File: src/pic_pkg.sv
// Package with register map, field layout, reset values and types of the interrupt controller.
// Overview of operation
// - Sixteen inputs 0-15, each with fixed position, absolute and relative priority.
// - Fixed levels: 0-4 at 0, 5-7 at 1, 8 at 2, 9 at 5, 15 at 7.
// - Level 0 is most urgent, level 7 least urgent.
// - Each pending input's absolute level is compared against the core's current level.
// - Equal absolute levels: smallest relative priority value is issued first.
// - Core level 0 in user mode is treated as level 1.
// - Inputs 0 and 1 are issued as jumps, all others as calls.
// - Vectors in far page zero: offset 80 for input 0, step 8, F8 for 15.
// - Inputs 0-4 abort the current instruction; 2-4 give no return.
// - Inputs 0-6 can never be disabled by any mask setting.
// - Inputs 10-14 take level from 2-bit field: 00->3, 01->4, 10->5, 11->6.
// - Mask bit 0 hides an input, 1 exposes it; mask resets to 0.
// - Pending bit sets on event and stays readable while masked.
// - Pending writes never set; writing 1 clears and discards, 0 leaves unchanged.
// - Pending bit 0 maps to input 5, bit 10 to input 15.
// - Reset input fires at power-on and on watchdog reset request.
// - Stack fault raises only the stack input, not access or location errors.
package pic_pkg;

    // ------------------------------------------------------------
    // Sizes
    // ------------------------------------------------------------
    localparam int NUM_INPUTS  = 16;
    localparam int PORT_WIDTH  = 11;
    localparam int PORT_BASE   = 5;
    localparam int ADDR_WIDTH  = 18;

    // ------------------------------------------------------------
    // Register indices; the byte address is four times the index
    // ------------------------------------------------------------
    localparam logic [15:0] IDX_PRIO_LOW   = 16'hE004;
    localparam logic [15:0] IDX_PRIO_HIGH  = 16'hE005;
    localparam logic [15:0] IDX_MASK_LOW   = 16'hE006;
    localparam logic [15:0] IDX_MASK_HIGH  = 16'hE007;
    localparam logic [15:0] IDX_WAITING_PORT_LOW   = 16'hE008;
    localparam logic [15:0] IDX_WAITING_PORT_HIGH  = 16'hE009;
    localparam logic [15:0] IDX_EVT_STATUS = 16'hE00A;
    localparam logic [15:0] IDX_EVT_MASK   = 16'hE00B;

    // ------------------------------------------------------------
    // Reset values
    // ------------------------------------------------------------
    localparam logic [9:0]  PRIO_RESET     = 10'h000;
    localparam logic [10:0] MASK_RESET     = 11'h000;
    localparam logic [15:0] WAITING_PORT_RESET     = 16'h0001;
    localparam logic [2:0]  EVT_RESET      = 3'h0;

    // ------------------------------------------------------------
    // Levels, vectors and event status bits
    // ------------------------------------------------------------
    localparam logic [2:0]  FIELD_LEVEL_BASE = 3'h3;
    localparam logic [2:0]  USER_FLOOR_LEVEL = 3'h1;
    localparam logic [7:0]  VECTOR_BASE      = 8'h80;
    localparam int          VECTOR_SHIFT     = 3;
    localparam int          EVT_TAKEN        = 0;
    localparam int          EVT_FATAL        = 1;
    localparam int          EVT_OVERRUN      = 2;

    localparam int POS_RESTART  = 0;
    localparam int POS_STACK    = 1;
    localparam int POS_ACCESS   = 2;
    localparam int POS_LOCATION = 3;
    localparam int POS_LAST_ABORT = 4;

    typedef struct packed {
        logic       valid;
        logic       jump;
        logic       abort;
        logic       noReturn;
        logic [3:0] position;
        logic [7:0] vectorOffset;
        logic [2:0] level;
    } pic_issue_type;

endpackage

File: src/pic_controller.sv
// Prioritizing interrupt controller with APB register file and vectored request port to the core.
//
// The APB slave port was left to the implementer.
module pic_controller
    import pic_pkg::*;
(
    input  wire logic                  mclk,
    input  wire logic                  rst_n,
    input  wire logic                  psel,
    input  wire logic                  penable,
    input  wire logic                  pwrite,
    input  wire logic [ADDR_WIDTH-1:0] paddr,
    input  wire logic [31:0]           pwdata,
    output logic [31:0]                prdata,
    output logic                       pready,
    output logic                       pslverr,
    input  wire logic [NUM_INPUTS-1:0] sourceIrq,
    input  wire logic                  watchdogRestartReq,
    input  wire logic [2:0]            coreLevel,
    input  wire logic                  coreUserMode,
    input  wire logic                  coreAck,
    output pic_issue_type              issueReq,
    output logic                       irqOut
);

    // ------------------------------------------------------------
    // Decoding helpers
    // ------------------------------------------------------------
    function automatic logic [2:0] fieldLevel(input logic [1:0] field);
        fieldLevel = FIELD_LEVEL_BASE + {1'b0, field};
    endfunction

    function automatic logic hitIndex(input logic [ADDR_WIDTH-1:0] addr, input logic [15:0] idx);
        hitIndex = (addr == {idx, 2'b00});
    endfunction

    function automatic logic [2:0] relLevel(input int pos);
        case (pos)
            1, 6, 11:  relLevel = 3'h1;
            2, 7, 12:  relLevel = 3'h2;
            3, 13:     relLevel = 3'h3;
            4, 14:     relLevel = 3'h4;
            default:   relLevel = 3'h0;
        endcase
    endfunction

    // ------------------------------------------------------------
    // State
    // ------------------------------------------------------------
    logic [9:0]            prioR;
    logic [10:0]           maskR;
    logic [15:0]           pendR;
    logic [15:0]           pendNxt;
    logic [2:0]            evtR;
    logic [2:0]            evtNxt;
    logic [2:0]            evtMaskR;
    logic [NUM_INPUTS-1:0] srcMetaR;
    logic [NUM_INPUTS-1:0] srcSyncR;
    logic [NUM_INPUTS-1:0] srcLastR;
    logic                  wdMetaR;
    logic                  wdSyncR;
    logic                  wdLastR;
    pic_issue_type         issueR;
    pic_issue_type         issueNxt;
    logic                  readyR;
    logic                  errR;
    logic [31:0]           rdataR;

    // ------------------------------------------------------------
    // Input synchronisers and edge detection
    // ------------------------------------------------------------
    always_ff @(posedge mclk or negedge rst_n)
    begin
        if (!rst_n)
        begin
            srcMetaR <= '0;
            srcSyncR <= '0;
            srcLastR <= '0;
            wdMetaR  <= 1'b0;
            wdSyncR  <= 1'b0;
            wdLastR  <= 1'b0;
        end
        else
        begin
            srcMetaR <= sourceIrq;
            srcSyncR <= srcMetaR;
            srcLastR <= srcSyncR;
            wdMetaR  <= watchdogRestartReq;
            wdSyncR  <= wdMetaR;
            wdLastR  <= wdSyncR;
        end
    end

    wire logic [NUM_INPUTS-1:0] srcRise   = srcSyncR & ~srcLastR;
    wire logic                  wdRise    = wdSyncR & ~wdLastR;
    wire logic                  stackRise = srcRise[POS_STACK];

    // A stack fault usually trips the access and location checks as well.
    // Those are dropped so that only the stack handler runs.
    logic [NUM_INPUTS-1:0] eventIn;
    always_comb
    begin
        eventIn = srcRise;
        eventIn[POS_RESTART] = srcRise[POS_RESTART] | wdRise;
        if (stackRise)
        begin
            eventIn[POS_ACCESS]   = 1'b0;
            eventIn[POS_LOCATION] = 1'b0;
        end
    end

    // ------------------------------------------------------------
    // APB decode
    // ------------------------------------------------------------
    wire logic accessPhase = psel & penable;
    wire logic doneCycle   = accessPhase & readyR;
    wire logic hitPrioL    = hitIndex(paddr, IDX_PRIO_LOW);
    wire logic hitPrioH    = hitIndex(paddr, IDX_PRIO_HIGH);
    wire logic hitMaskL    = hitIndex(paddr, IDX_MASK_LOW);
    wire logic hitMaskH    = hitIndex(paddr, IDX_MASK_HIGH);
    wire logic hitPendL    = hitIndex(paddr, IDX_WAITING_PORT_LOW);
    wire logic hitPendH    = hitIndex(paddr, IDX_WAITING_PORT_HIGH);
    wire logic hitEvt      = hitIndex(paddr, IDX_EVT_STATUS);
    wire logic hitEvtMask  = hitIndex(paddr, IDX_EVT_MASK);
    wire logic anyHit      = hitPrioL | hitPrioH | hitMaskL | hitMaskH | hitPendL | hitPendH | hitEvt | hitEvtMask;
    wire logic wrDone      = doneCycle & pwrite & anyHit;
    wire logic rdDone      = doneCycle & ~pwrite & anyHit;

    logic [7:0] readMux;
    always_comb
    begin
        readMux = 8'h00;
        if (hitPrioL)
            readMux = prioR[7:0];
        else if (hitPrioH)
            readMux = {6'h00, prioR[9:8]};
        else if (hitMaskL)
            readMux = maskR[7:0];
        else if (hitMaskH)
            readMux = {5'h00, maskR[10:8]};
        else if (hitPendL)
            readMux = pendR[12:5];
        else if (hitPendH)
            readMux = {5'h00, pendR[15:13]};
        else if (hitEvt)
            readMux = {5'h00, evtR};
        else if (hitEvtMask)
            readMux = {5'h00, evtMaskR};
    end

    // One wait state: the read value and the error flag are captured at the edge where
    // pready rises, so both leave the block from flip-flops.
    always_ff @(posedge mclk or negedge rst_n)
    begin
        if (!rst_n)
        begin
            readyR <= 1'b0;
            errR   <= 1'b0;
            rdataR <= 32'h0000_0000;
        end
        else
        begin
            readyR <= accessPhase & ~readyR;
            errR   <= accessPhase & ~readyR & ~anyHit;
            rdataR <= {24'h00_0000, readMux};
        end
    end

    assign pready  = readyR;
    assign pslverr = readyR & errR;
    assign prdata  = rdataR;

    // ------------------------------------------------------------
    // Configuration registers
    // ------------------------------------------------------------
    always_ff @(posedge mclk or negedge rst_n)
    begin
        if (!rst_n)
        begin
            prioR    <= PRIO_RESET;
            maskR    <= MASK_RESET;
            evtMaskR <= EVT_RESET;
        end
        else if (wrDone)
        begin
            if (hitPrioL)
                prioR[7:0] <= pwdata[7:0];
            if (hitPrioH)
                prioR[9:8] <= pwdata[1:0];
            if (hitMaskL)
                maskR[7:0] <= pwdata[7:0];
            if (hitMaskH)
                maskR[10:8] <= pwdata[2:0];
            if (hitEvtMask)
                evtMaskR <= pwdata[2:0];
        end
    end

    // ------------------------------------------------------------
    // Levels and eligibility
    // ------------------------------------------------------------
    logic [2:0] absLevel [NUM_INPUTS];
    genvar g;
    generate
        for (g = 0; g < NUM_INPUTS; g++)
        begin : g_level
            if (g <= POS_LAST_ABORT)
                assign absLevel[g] = 3'h0;
            else if (g <= 7)
                assign absLevel[g] = 3'h1;
            else if (g == 8)
                assign absLevel[g] = 3'h2;
            else if (g == 9)
                assign absLevel[g] = 3'h5;
            else if (g <= 14)
                assign absLevel[g] = fieldLevel(prioR[2*(g-10)+1 -: 2]);
            else
                assign absLevel[g] = 3'h7;
        end
    endgenerate

    // Inputs 0 to 6 are always enabled; mask bits 0 and 1 are stored but ignored.
    wire logic [15:0] enableEff = {maskR[10:2], 7'h7F};

    wire logic [2:0] effLevel = (coreLevel == 3'h0 && coreUserMode) ? USER_FLOOR_LEVEL : coreLevel;

    logic [NUM_INPUTS-1:0] eligible;
    always_comb
    begin
        for (int i = 0; i < NUM_INPUTS; i++)
            eligible[i] = pendR[i] & enableEff[i] & (absLevel[i] < effLevel);
    end

    // ------------------------------------------------------------
    // Winner search
    // ------------------------------------------------------------
    logic       bestFound;
    logic [5:0] bestKey;
    logic [3:0] bestPos;
    always_comb
    begin
        bestFound = 1'b0;
        bestKey   = 6'h3F;
        bestPos   = 4'h0;
        for (int i = 0; i < NUM_INPUTS; i++)
        begin
            // Strict compare keeps the lower position on an equal key, so the order is unique.
            if (eligible[i] && (!bestFound || {absLevel[i], relLevel(i)} < bestKey))
            begin
                bestFound = 1'b1;
                bestKey   = {absLevel[i], relLevel(i)};
                bestPos   = 4'(i);
            end
        end
    end

    // ------------------------------------------------------------
    // Request to the core
    // ------------------------------------------------------------
    always_comb
    begin
        issueNxt = issueR;
        if (issueR.valid)
        begin
            if (coreAck)
                issueNxt.valid = 1'b0;
        end
        else if (bestFound)
        begin
            issueNxt.valid        = 1'b1;
            issueNxt.jump         = (bestPos <= 4'(POS_STACK));
            issueNxt.abort        = (bestPos <= 4'(POS_LAST_ABORT));
            issueNxt.noReturn     = (bestPos >= 4'(POS_ACCESS)) && (bestPos <= 4'(POS_LAST_ABORT));
            issueNxt.position     = bestPos;
            issueNxt.vectorOffset = VECTOR_BASE + {1'b0, bestPos, 3'b000};
            issueNxt.level        = bestKey[5:3];
        end
    end

    wire logic taken = issueR.valid & coreAck;

    // ------------------------------------------------------------
    // Pending bits: hardware set wins over software or acknowledge clear
    // ------------------------------------------------------------
    logic [15:0] swClear;
    always_comb
    begin
        swClear = 16'h0000;
        if (wrDone && hitPendL)
            swClear[12:5] = pwdata[7:0];
        if (wrDone && hitPendH)
            swClear[15:13] = pwdata[2:0];
        pendNxt = pendR & ~swClear;
        if (taken)
            pendNxt[issueR.position] = 1'b0;
        pendNxt = pendNxt | eventIn;
    end

    // ------------------------------------------------------------
    // Event status: read clears, a new event in the same cycle survives
    // ------------------------------------------------------------
    always_comb
    begin
        evtNxt = (rdDone && hitEvt) ? 3'h0 : evtR;
        evtNxt[EVT_TAKEN]   = evtNxt[EVT_TAKEN] | taken;
        evtNxt[EVT_FATAL]   = evtNxt[EVT_FATAL] | (|eventIn[POS_LAST_ABORT:0]);
        evtNxt[EVT_OVERRUN] = evtNxt[EVT_OVERRUN] | (|(eventIn & pendR));
    end

    // Power-on reset leaves the restart input pending, so the core is sent to
    // the restart vector as soon as its level allows it.
    always_ff @(posedge mclk or negedge rst_n)
    begin
        if (!rst_n)
        begin
            pendR  <= WAITING_PORT_RESET;
            evtR   <= EVT_RESET;
            issueR <= '0;
        end
        else
        begin
            pendR  <= pendNxt;
            evtR   <= evtNxt;
            issueR <= issueNxt;
        end
    end

    assign issueReq = issueR;
    assign irqOut   = |(evtR & evtMaskR);

endmodule

File: config.mk
export PLATFORM = sky130hd
export DESIGN_NAME = pic_controller
export DESIGN_NICKNAME = d
export VERILOG_FILES = /design/src/pic_pkg.sv /design/src/pic_controller.sv
export SDC_FILE = /design/constraint.sdc
export NUM_CORES = 1
export LEC_CHECK = 0
export ABC_AREA = 1
export ABC_CLOCK_PERIOD_IN_PS = 14160
export BUFFER_PORTS_ARGS = -buffer_cell sky130_fd_sc_hd__buf_2
export CAP_MARGIN = 20
export CORE_MARGIN = 8
export CORE_UTILIZATION = 40
export CTS_CLUSTER_SIZE = 12
export DETAILED_ROUTE_END_ITERATION = 7
export GPL_TIMING_DRIVEN = 1
export HOLD_SLACK_MARGIN = 0.15
export MAX_ROUTING_LAYER = met4
export SETUP_SLACK_MARGIN = 0.2
export SYNTH_ARGS = -nofsm -noshare
export SYNTH_HDL_FRONTEND = slang
export SYNTH_SLANG_ARGS = --single-unit
File: constraint.sdc
create_clock -name mclk -period 14.16 [get_ports mclk]
set_input_delay 2.124 -clock mclk [delete_from_list [all_inputs] [get_ports mclk]]
set_output_delay 2.124 -clock mclk [all_outputs]
set_load 0.02 [all_outputs]
==> reports/qor.txt, run 1 <==
Post-synth EDFFs -> 0
Port Buf Inserts -> 79
Worst-path clk slew -> 50 ps
status -> complete, no violations
CTS Buf Count -> 17
Critical R2R Launch -> pendR[1]$_DFF_PN0_
Worst R2R End -> issueReq[15]$_DFFE_PN0P_
initial core utilization -> 0.406
H-tree Lvls -> 4
Routed Antenna Nets -> 0
worst slew pin tran -> 779 ps
total track usage -> 0.166
Reg power frac -> 0.391
Yosys reg bits -> 116
synth warn -> 0
first-pass GRT wire length -> 24.8 mm
Worst EP required -> 14460 ps
Post-synth ARST share -> 1.00
P per Cell Area -> 132 nW/µm²
Remaining Overflow, GRT -> 0
placed cell area -> 6620 µm²
Crit path largest cell delay -> 310 ps
RSZ-0062 raised after global routing -> no
Synth Cell Area -> 6120 µm²
Clk Latency, worst-skew pair -> 410 ps
post-layout instance area -> 7260 µm²
critical path's slowest cell -> ha_1
TritonCTS clock tree -> built
Remaining DRCs -> 0
HP Class -> flop to flop
Core Box Area -> 15100 µm²
Fill cells -> 1519
dpl hpwl -> 11.8 mm
post-route clock period utilization -> 0.596
Rel. slew slack -> 0.481
Mean Syn Cell Area -> 8.37 µm²
initial DRC count -> 393
Clk pwr share -> 0.478
final worst path period need -> 8440 ps
Achievable Freq -> 119 MHz
cell row count -> 45
most common cell after layout, fill and taps aside -> nand2_1
CTS Hold Buffers Added -> 0
switching part of the total -> 0.263
RePlAce Congestion -> 0.852
synth top area cells -> dfrtp_1, nand2_1, inv_1
VDD IR-drop max -> 0.0977 mV
combinational fraction of design power -> 0.131
Worst Reg-to-Reg Cells -> 58
setup slack at placement -> 5260 ps
vias in the first global route -> 4845
average wire per standard cell -> 14.8 µm
Worst EP arrival -> 8740 ps
area leader, netlist -> dfrtp_1
final net count -> 927
Leak Pwr -> 3.85 nW
area share of the largest cell type after synthesis -> 0.470
root buffer cell -> clkbuf_16
Die Ht -> 140 µm
PostCTS Resize Cnt -> 0
Final Slew Violations -> 0
Final Skew -> 11.4 ps
cell total after placement -> 992
CP Capture Type -> flop
clock sinks -> 116
startpoint types -> input pin
count of final hold-check violations -> 0
WS Path Type -> input pin to flop
flop2flop setup slack -> 7200 ps
First-pass DRT Iterations -> 5
sequential fraction of the synthesis area -> 0.474
Compound-Gate Fraction of Synth Area -> 0.139
count of final setup violators -> 0
most frequent cells in the layout -> nand2_1, inv_1, dfrtp_1, buf_2, o21ai_0
initial antenna violation count -> 0
post-CTS setup buffer count -> 0
I/O pin cnt -> 131
Psw -> 0.251 mW
post-route core utilization -> 0.481
post-route setup TNS -> 0 ps
Worst Slack Setup Final -> 5720 ps
area grow syn2layout -> 18.5%
Die X -> 140 µm
largest family of logic cells by synthesized area -> simple AND/OR/NAND/NOR gates
Layout Cells excl Fill -> 1025
Synth Area in Simple Gates -> 0.213
clock tree buffer depth -> 2
largest net degree at the start of global routing -> 66
max cap viols -> 0
Crit path top cell by count -> nand2_1
Adder-Cell Fraction of Synth Area -> 0.0531
n_diodes -> 0
share of cells above drive strength 1 -> 0.174
Synth Flop Type -> dfrtp_1
Avg Vias per Cell -> 4.93
CP Max Fanout -> 11
P_int -> 0.705 mW
count of cell types in the netlist -> 48
worst setup path endpoint -> issueReq[15]$_DFFE_PN0P_
DIE AREA -> 19500 µm²
XOR/XNOR Fraction of Synth Area -> 0
Worst Setup SP -> coreLevel[1]
mux cell area share after synthesis -> 0
cells after synthesis -> 732
DR vias -> 5056
drt total wl -> 15.2 mm
-- worst min-delay path by stage --
stage | startpoint | to | cells after the start
3_3_place_gp | srcMetaR[1]$_DFF_PN0_ | srcSyncR[1]$_DFF_PN0_ | 0
3_5_place_dp | srcMetaR[0]$_DFF_PN0_ | srcSyncR[0]$_DFF_PN0_ | 0
6_report | srcMetaR[1]$_DFF_PN0_ | srcSyncR[1]$_DFF_PN0_ | 0
2_1_floorplan | srcMetaR[0]$_DFF_PN0_ | srcSyncR[0]$_DFF_PN0_ | 0
4_1_cts | srcMetaR[15]$_DFF_PN0_ | srcSyncR[15]$_DFF_PN0_ | 0
5_1_grt | srcMetaR[2]$_DFF_PN0_ | srcSyncR[2]$_DFF_PN0_ | 0
-- metal layers --
metal  global-route usage  vias up  share of wire
li1                     -     2519              -
met1                0.214     2358           0.47
met2                0.247      153           0.46
met3               0.0332       26          0.052
met4               0.0754        0          0.022
met5                    -        -              0
-- power by group through the flow --
| stage | Sequential [mW] | Clock, mW | Combinational [mW] |
|---|---|---|---|
| detailed placement | 0.380 | 0 | 0.125 |
| CTS | 0.374 | 0.465 | 0.126 |
| floorplan | 0.385 | 0 | 0.0776 |
| finish | 0.374 | 0.457 | 0.125 |
| global placement | 0.379 | 0 | 0.124 |
| global route | 0.377 | 0.478 | 0.141 |
-- cells in the mapped netlist (all sizes together) (6+ instances only) --
cell,number
nand2,188
inv,125
dfrtp,115
o21ai,67
nor2,37
buf,32
nand3,29
ha,26
a21oi,22
nor3,15
o221ai,10
nor4,8
o22ai,8
nand4,6
o211ai,6
-- logic make-up after synthesis --
group / count (synthesis)
other: 1
adders and majority gates: 26
DFF: 116
AOI/OAI and AO/OA: 136
buffers and inverters: 163
and+or+nand+nor: 290
-- stage by stage --
step	hold slack (ps)	power, mW
finish	344	0.957
global route	349	0.996
CTS	346	0.965
detailed placement	335	0.505
global placement	331	0.503
floorplan	331	0.463
-- worst max-delay path, delay by kind of cell --
family                   cells  cell delay [ps]
buffers and inverters       10              580
adder cells (fa/ha/maj)      5             1400
AO/OA/AOI/OAI                9             1440
AND/OR/NAND/NOR             37             3180
-- state kept, by name (all words and copies together), names as in the netlist --
register,count
prioR,10
pendR,16
evtR,3
issueReq,12
prdata,8
srcSyncR,16
errR,1
wdLastR,1
srcLastR,16
wdMetaR,1
evtMaskR,3
pready,1
srcMetaR,16
wdSyncR,1
maskR,11
-- layout make-up --
class / instances / area [µm²] / area share
multi-input cells: 479 / 2580 / 0.356
well taps: 188 / 235 / 0.0324
repair buffers: 82 / 417 / 0.0574
flip-flops and latches: 116 / 2900 / 0.400
inverters: 128 / 480 / 0.0662
clock inverters: 8 / 146 / 0.0202
clock buffers: 24 / 492 / 0.0678
(Power assumes the default switching activity.)
==> inputs of run 2 (changes only) <==
--- a/config.mk
+++ b/config.mk
@@ -6,7 +6,7 @@
 export NUM_CORES = 1
 export LEC_CHECK = 0
 export ABC_AREA = 1
-export ABC_CLOCK_PERIOD_IN_PS = 14160
+export ABC_CLOCK_PERIOD_IN_PS = 8560
 export BUFFER_PORTS_ARGS = -buffer_cell sky130_fd_sc_hd__buf_2
 export CAP_MARGIN = 20
 export CORE_MARGIN = 8
==> constraint.sdc (replaced) <==
create_clock -name mclk -period 8.56 [get_ports mclk]
set_input_delay 1.284 -clock mclk [delete_from_list [all_inputs] [get_ports mclk]]
set_output_delay 1.284 -clock mclk [all_outputs]
set_load 0.02 [all_outputs]
==> run 2 against run 1 <==
  * Final area decreased by 1.1%
  * Critical path type unchanged
  * Count of clock-buffer cells in the layout is 2 lower
  * Die area did not move
  * Non-clock buffer count stayed put
  * First-iteration DRC count fell by 9.2%
  * Sequential power rose by 66%
  * Largest cell class unchanged
  * Largest power group unchanged
  * Highest routed layer unchanged
==> reports/qor.txt, run 2 (synthesized netlist as in run 1, its figures left out) <==
count of final hold-check violations -> 0
startpoint types -> input pin
initial core utilization -> 0.406
CTS Hold Buffers Added -> 0
worst slew pin tran -> 781 ps
post-route setup TNS -> 0 ps
clock tree buffer depth -> 2
CP Capture Type -> flop
Worst-path clk slew -> 50 ps
cell row count -> 45
HP Class -> flop to flop
Psw -> 0.419 mW
total track usage -> 0.165
Worst Setup SP -> coreLevel[1]
Routed Antenna Nets -> 0
Clk Latency, worst-skew pair -> 420 ps
Critical R2R Launch -> pendR[1]$_DFF_PN0_
Worst EP arrival -> 7800 ps
initial antenna violation count -> 0
Die Ht -> 140 µm
WS Path Type -> input pin to flop
Hold Crit Depth -> 0
count of final setup violators -> 0
average wire per standard cell -> 14.8 µm
RSZ-0062 raised after global routing -> no
VDD IR-drop max -> 0.170 mV
DR vias -> 4998
dpl hpwl -> 11.7 mm
final net count -> 927
critical hold path startpoint -> srcMetaR[1]$_DFF_PN0_
First-pass DRT Iterations -> 5
share of cells above drive strength 1 -> 0.173
flop2flop setup slack -> 1700 ps
Crit path largest cell delay -> 300 ps
most common cell after layout, fill and taps aside -> nand2_1
vias in the first global route -> 4806
I/O pin cnt -> 131
status -> complete, no violations
Clk pwr share -> 0.450
P_int -> 1.08 mW
clock sinks -> 116
drt total wl -> 15.1 mm
root buffer cell -> clkbuf_16
met3 Use GR -> 0.0445
largest net degree at the start of global routing -> 66
Layout Cells excl Fill -> 1024
most frequent cells in the layout -> nand2_1, inv_1, dfrtp_1, buf_2, o21ai_0
hold endpoint -> srcSyncR[1]$_DFF_PN0_
cell total after placement -> 992
TritonCTS clock tree -> built
Core Box Area -> 15100 µm²
Top Usage Layer GRT -> met2
Worst R2R End -> issueReq[15]$_DFFE_PN0P_
max cap viols -> 0
first-pass GRT wire length -> 24.6 mm
combinational fraction of design power -> 0.137
DIE AREA -> 19500 µm²
area grow syn2layout -> 17.2%
RePlAce Congestion -> 0.849
critical path's slowest cell -> ha_1
H-tree Lvls -> 4
Worst Reg-to-Reg Cells -> 58
Port Buf Inserts -> 79
Achievable Freq -> 134 MHz
CTS Buf Count -> 17
Leak Pwr -> 3.81 nW
Crit path top cell by count -> nand2_1
switching part of the total -> 0.279
Avg Vias per Cell -> 4.88
met1 usage -> 0.207
Remaining DRCs -> 0
CP Max Fanout -> 11
Worst EP required -> 8870 ps
initial DRC count -> 357
Final Slew Violations -> 0
final worst path period need -> 7490 ps
P per Cell Area -> 209 nW/µm²
n_diodes -> 0
met2 usage -> 0.255
hold slack -> 344 ps
Worst Slack Setup Final -> 1070 ps
post-route clock period utilization -> 0.875
Final Skew -> 9.39 ps
Die X -> 140 µm
Remaining Overflow, GRT -> 0
Reg power frac -> 0.413
Rel. slew slack -> 0.479
setup slack at placement -> 494 ps
run 2: cell count changes in the layout (fill, tap and decap cells not counted), sizes merged:
cell | before | now
bufinv | 4 | 2
clkinv | 6 | 7
clkinvlp | 1 | 3
clkbuf | 25 | 23
run 2: power by group through the flow:
stage	combinational [mW]	sequential, mW	clock [mW]
after floorplan	0.128	0.638	0
after global placement	0.206	0.627	0
after detailed placement	0.207	0.629	0
after CTS	0.209	0.619	0.688
after global routing	0.230	0.624	0.712
final	0.206	0.620	0.675
run 2: worst max-delay path by stage:
stage                     slack, ps                  endpoint
after floorplan                1530  issueReq[15]$_DFFE_PN0P_
after global routing            270  issueReq[15]$_DFFE_PN0P_
after global placement          570  issueReq[15]$_DFFE_PN0P_
final                          1070  issueReq[15]$_DFFE_PN0P_
after CTS                       930  issueReq[15]$_DFFE_PN0P_
after detailed placement        490  issueReq[15]$_DFFE_PN0P_
run 2: repair_timing:
| item | 4_1_cts | 5_1_grt |
|---|---|---|
| buffers inserted | 0 | 0 |
| endpoints found under the setup margin | 0 | 1 |
| gates resized for setup | 0 | 2 |
run 2: worst max-delay path: cells and delay by family:
| kind | cells | cell delay (ps) |
|---|---|---|
| buffers and inverters | 10 | 600 |
| AND/OR/NAND/NOR | 38 | 3320 |
| AO/OA/AOI/OAI | 8 | 1210 |
| adder cells (fa/ha/maj) | 5 | 1380 |
run 2: final cells by class:
class	instances	area [µm²]
fillers	1493	7910
flip-flops and latches	116	2900
multi-input cells	479	2580
inverters	128	480
clock buffers	22	454
repair buffers	82	418
well taps	188	235
clock inverters	9	106
run 2: metal layers:
| metal | up-vias | wire length, µm |
|---|---|---|
| met2 | 145 | 7090 |
| met5 | - | 0 |
| met3 | 17 | 798 |
| met1 | 2318 | 7050 |
| li1 | 2518 | - |
| met4 | 0 | 199 |
run 2: through the flow:
stage               area, µm²  utilization  power, mW
detailed placement       6620        0.438      0.836
floorplan                6220            -      0.766
finish                   7180        0.476       1.50
CTS                      7180        0.476       1.52
global placement         6620        0.438      0.833
global route             7180        0.476       1.57
==> inputs of run 3 (changes only) <==
--- a/config.mk
+++ b/config.mk
@@ -10,7 +10,7 @@
 export BUFFER_PORTS_ARGS = -buffer_cell sky130_fd_sc_hd__buf_2
 export CAP_MARGIN = 20
 export CORE_MARGIN = 8
-export CORE_UTILIZATION = 40
+export CORE_UTILIZATION = 42
 export CTS_CLUSTER_SIZE = 12
 export DETAILED_ROUTE_END_ITERATION = 7
 export GPL_TIMING_DRIVEN = 1
==> run 3 against run 2 <==
  * Clock skew shrank 3.7 ps
  * Critical path depth grew 1
  * Register-to-register slack lost 30 ps
  * Fmax shrank 1.1%
  * First-iteration DRC count shrank 5.3%
  * Final area grew 0.58%
==> reports/qor.txt, run 3 (synthesized netlist as in run 1, its figures left out) <==
total track usage -> 0.182
initial DRC count -> 338
Crit path largest cell delay -> 310 ps
DIE AREA -> 18700 µm²
I/O pin cnt -> 131
drt total wl -> 15.9 mm
Rel. slew slack -> 0.456
CTS Buf Count -> 17
RePlAce Congestion -> 0.871
hold slack -> 341 ps
critical path's slowest cell -> ha_1
cell total after placement -> 987
count of final setup violators -> 0
Leak Pwr -> 3.85 nW
worst slew pin tran -> 816 ps
post-layout instance area -> 7220 µm²
Die X -> 137 µm
final worst path period need -> 7570 ps
clock sinks -> 116
initial antenna violation count -> 0
most common cell after layout, fill and taps aside -> nand2_1
HP Class -> flop to flop
Core Box Area -> 14400 µm²
Crit path top cell by count -> nand2_1
count of final hold-check violations -> 0
clock tree buffer depth -> 2
most frequent cells in the layout -> nand2_1, inv_1, dfrtp_1, buf_2, o21ai_0
P_int -> 1.11 mW
Clk pwr share -> 0.462
TritonCTS clock tree -> built
initial core utilization -> 0.426
Final Slew Violations -> 0
Reg power frac -> 0.403
combinational fraction of design power -> 0.135
WS Path Type -> input pin to flop
Worst EP required -> 8870 ps
CTS Hold Buffers Added -> 0
share of cells above drive strength 1 -> 0.178
post-route clock period utilization -> 0.884
Avg Vias per Cell -> 4.97
Remaining DRCs -> 0
CP Max Fanout -> 11
Die Ht -> 137 µm
Final Skew -> 5.69 ps
Worst-path clk slew -> 50 ps
area grow syn2layout -> 17.9%
largest net degree at the start of global routing -> 68
startpoint types -> input pin
vias in the first global route -> 4988
max cap viols -> 0
final net count -> 927
n_diodes -> 0
first-pass GRT wire length -> 25.3 mm
Layout Cells excl Fill -> 1021
First-pass DRT Iterations -> 5
Worst EP arrival -> 7880 ps
RSZ-0062 raised after global routing -> no
P per Cell Area -> 213 nW/µm²
dpl hpwl -> 12.5 mm
root buffer cell -> clkbuf_16
Remaining Overflow, GRT -> 0
Port Buf Inserts -> 79
placed cell area -> 6600 µm²
Psw -> 0.429 mW
switching part of the total -> 0.279
CP Capture Type -> flop
Achievable Freq -> 132 MHz
Routed Antenna Nets -> 0
H-tree Lvls -> 4
VDD IR-drop max -> 0.182 mV
DR vias -> 5079
cell row count -> 44
Clk Latency, worst-skew pair -> 420 ps
status -> complete, no violations
post-route setup TNS -> 0 ps
average wire per standard cell -> 15.6 µm
[run 3: changes by cell type in the layout (fill, tap and decap cells not counted)]
cell and delta:
o21ai_1 +4, bufinv_16 +1, clkbuf_4 +1, clkinv_2 +3
dlymetal6s2s_1 +1, clkbuf_1 -4, clkbuf_2 -1, o21ai_0 -4
buf_4 -1, inv_6 +1
[run 3: layout make-up]
cell class                 count  area [µm²]
sequential                   116        2900
fill                        1390        7150
clock inverter                14         160
clock buffer                  18         439
multi-input combinational    479        2580
timing repair buffer          82         425
inverter                     128         480
tap                          184         230
[run 3: power by group through the flow]
| stage | Clock (mW) | Combinational (mW) | Sequential (mW) |
|---|---|---|---|
| finish | 0.711 | 0.208 | 0.620 |
| global route | 0.749 | 0.233 | 0.625 |
| CTS | 0.724 | 0.207 | 0.620 |
| detailed placement | 0 | 0.206 | 0.630 |
| global placement | 0 | 0.203 | 0.627 |
| floorplan | 0 | 0.128 | 0.638 |
[run 3: final timing paths]
check                                      start                        to  slack [ps]  depth (start not counted)
min reg2reg                srcMetaR[0]$_DFF_PN0_     srcSyncR[0]$_DFF_PN0_         340                          0
max                                 coreLevel[1]  issueReq[15]$_DFFE_PN0P_         990                         62
min in group asynchronous                  rst_n   evtMaskR[1]$_DFFE_PN0P_         880                          1
max reg2reg                   pendR[1]$_DFF_PN0_  issueReq[15]$_DFFE_PN0P_        1670                         59
max in group asynchronous                  rst_n         wdMetaR$_DFF_PN0_        6420                          2
min                        srcMetaR[0]$_DFF_PN0_     srcSyncR[0]$_DFF_PN0_         340                          0
[run 3: repair_timing]
action	CTS	global route
resized for setup	0	6
setup buffers	0	0
endpoints found under the hold margin	0	0
endpoints found under the setup margin	0	8
[run 3: layer usage]
layer,vias to the layer above,global-route usage,part of all wire
li1,2514,-,-
met1,2392,0.227,0.45
met2,143,0.285,0.48
met3,30,0.0345,0.047
met4,0,0.0763,0.021
met5,-,-,0
[run 3: metrics by stage]
stage           util  power (mW)  setup WS (ps)
2_1_floorplan      -       0.766           1530
3_3_place_gp   0.460       0.830            568
3_5_place_dp   0.460       0.836            322
4_1_cts        0.501        1.55            724
5_1_grt        0.503        1.61            240
6_report       0.503        1.54            990
[run 3: critical path: cells and delay by family]
| family | cells | cell delay [ps] |
|---|---|---|
| buffers and inverters | 10 | 610 |
| AO/OA/AOI/OAI | 9 | 1170 |
| adder cells (fa/ha/maj) | 5 | 1390 |
| AND/OR/NAND/NOR | 38 | 3370 |
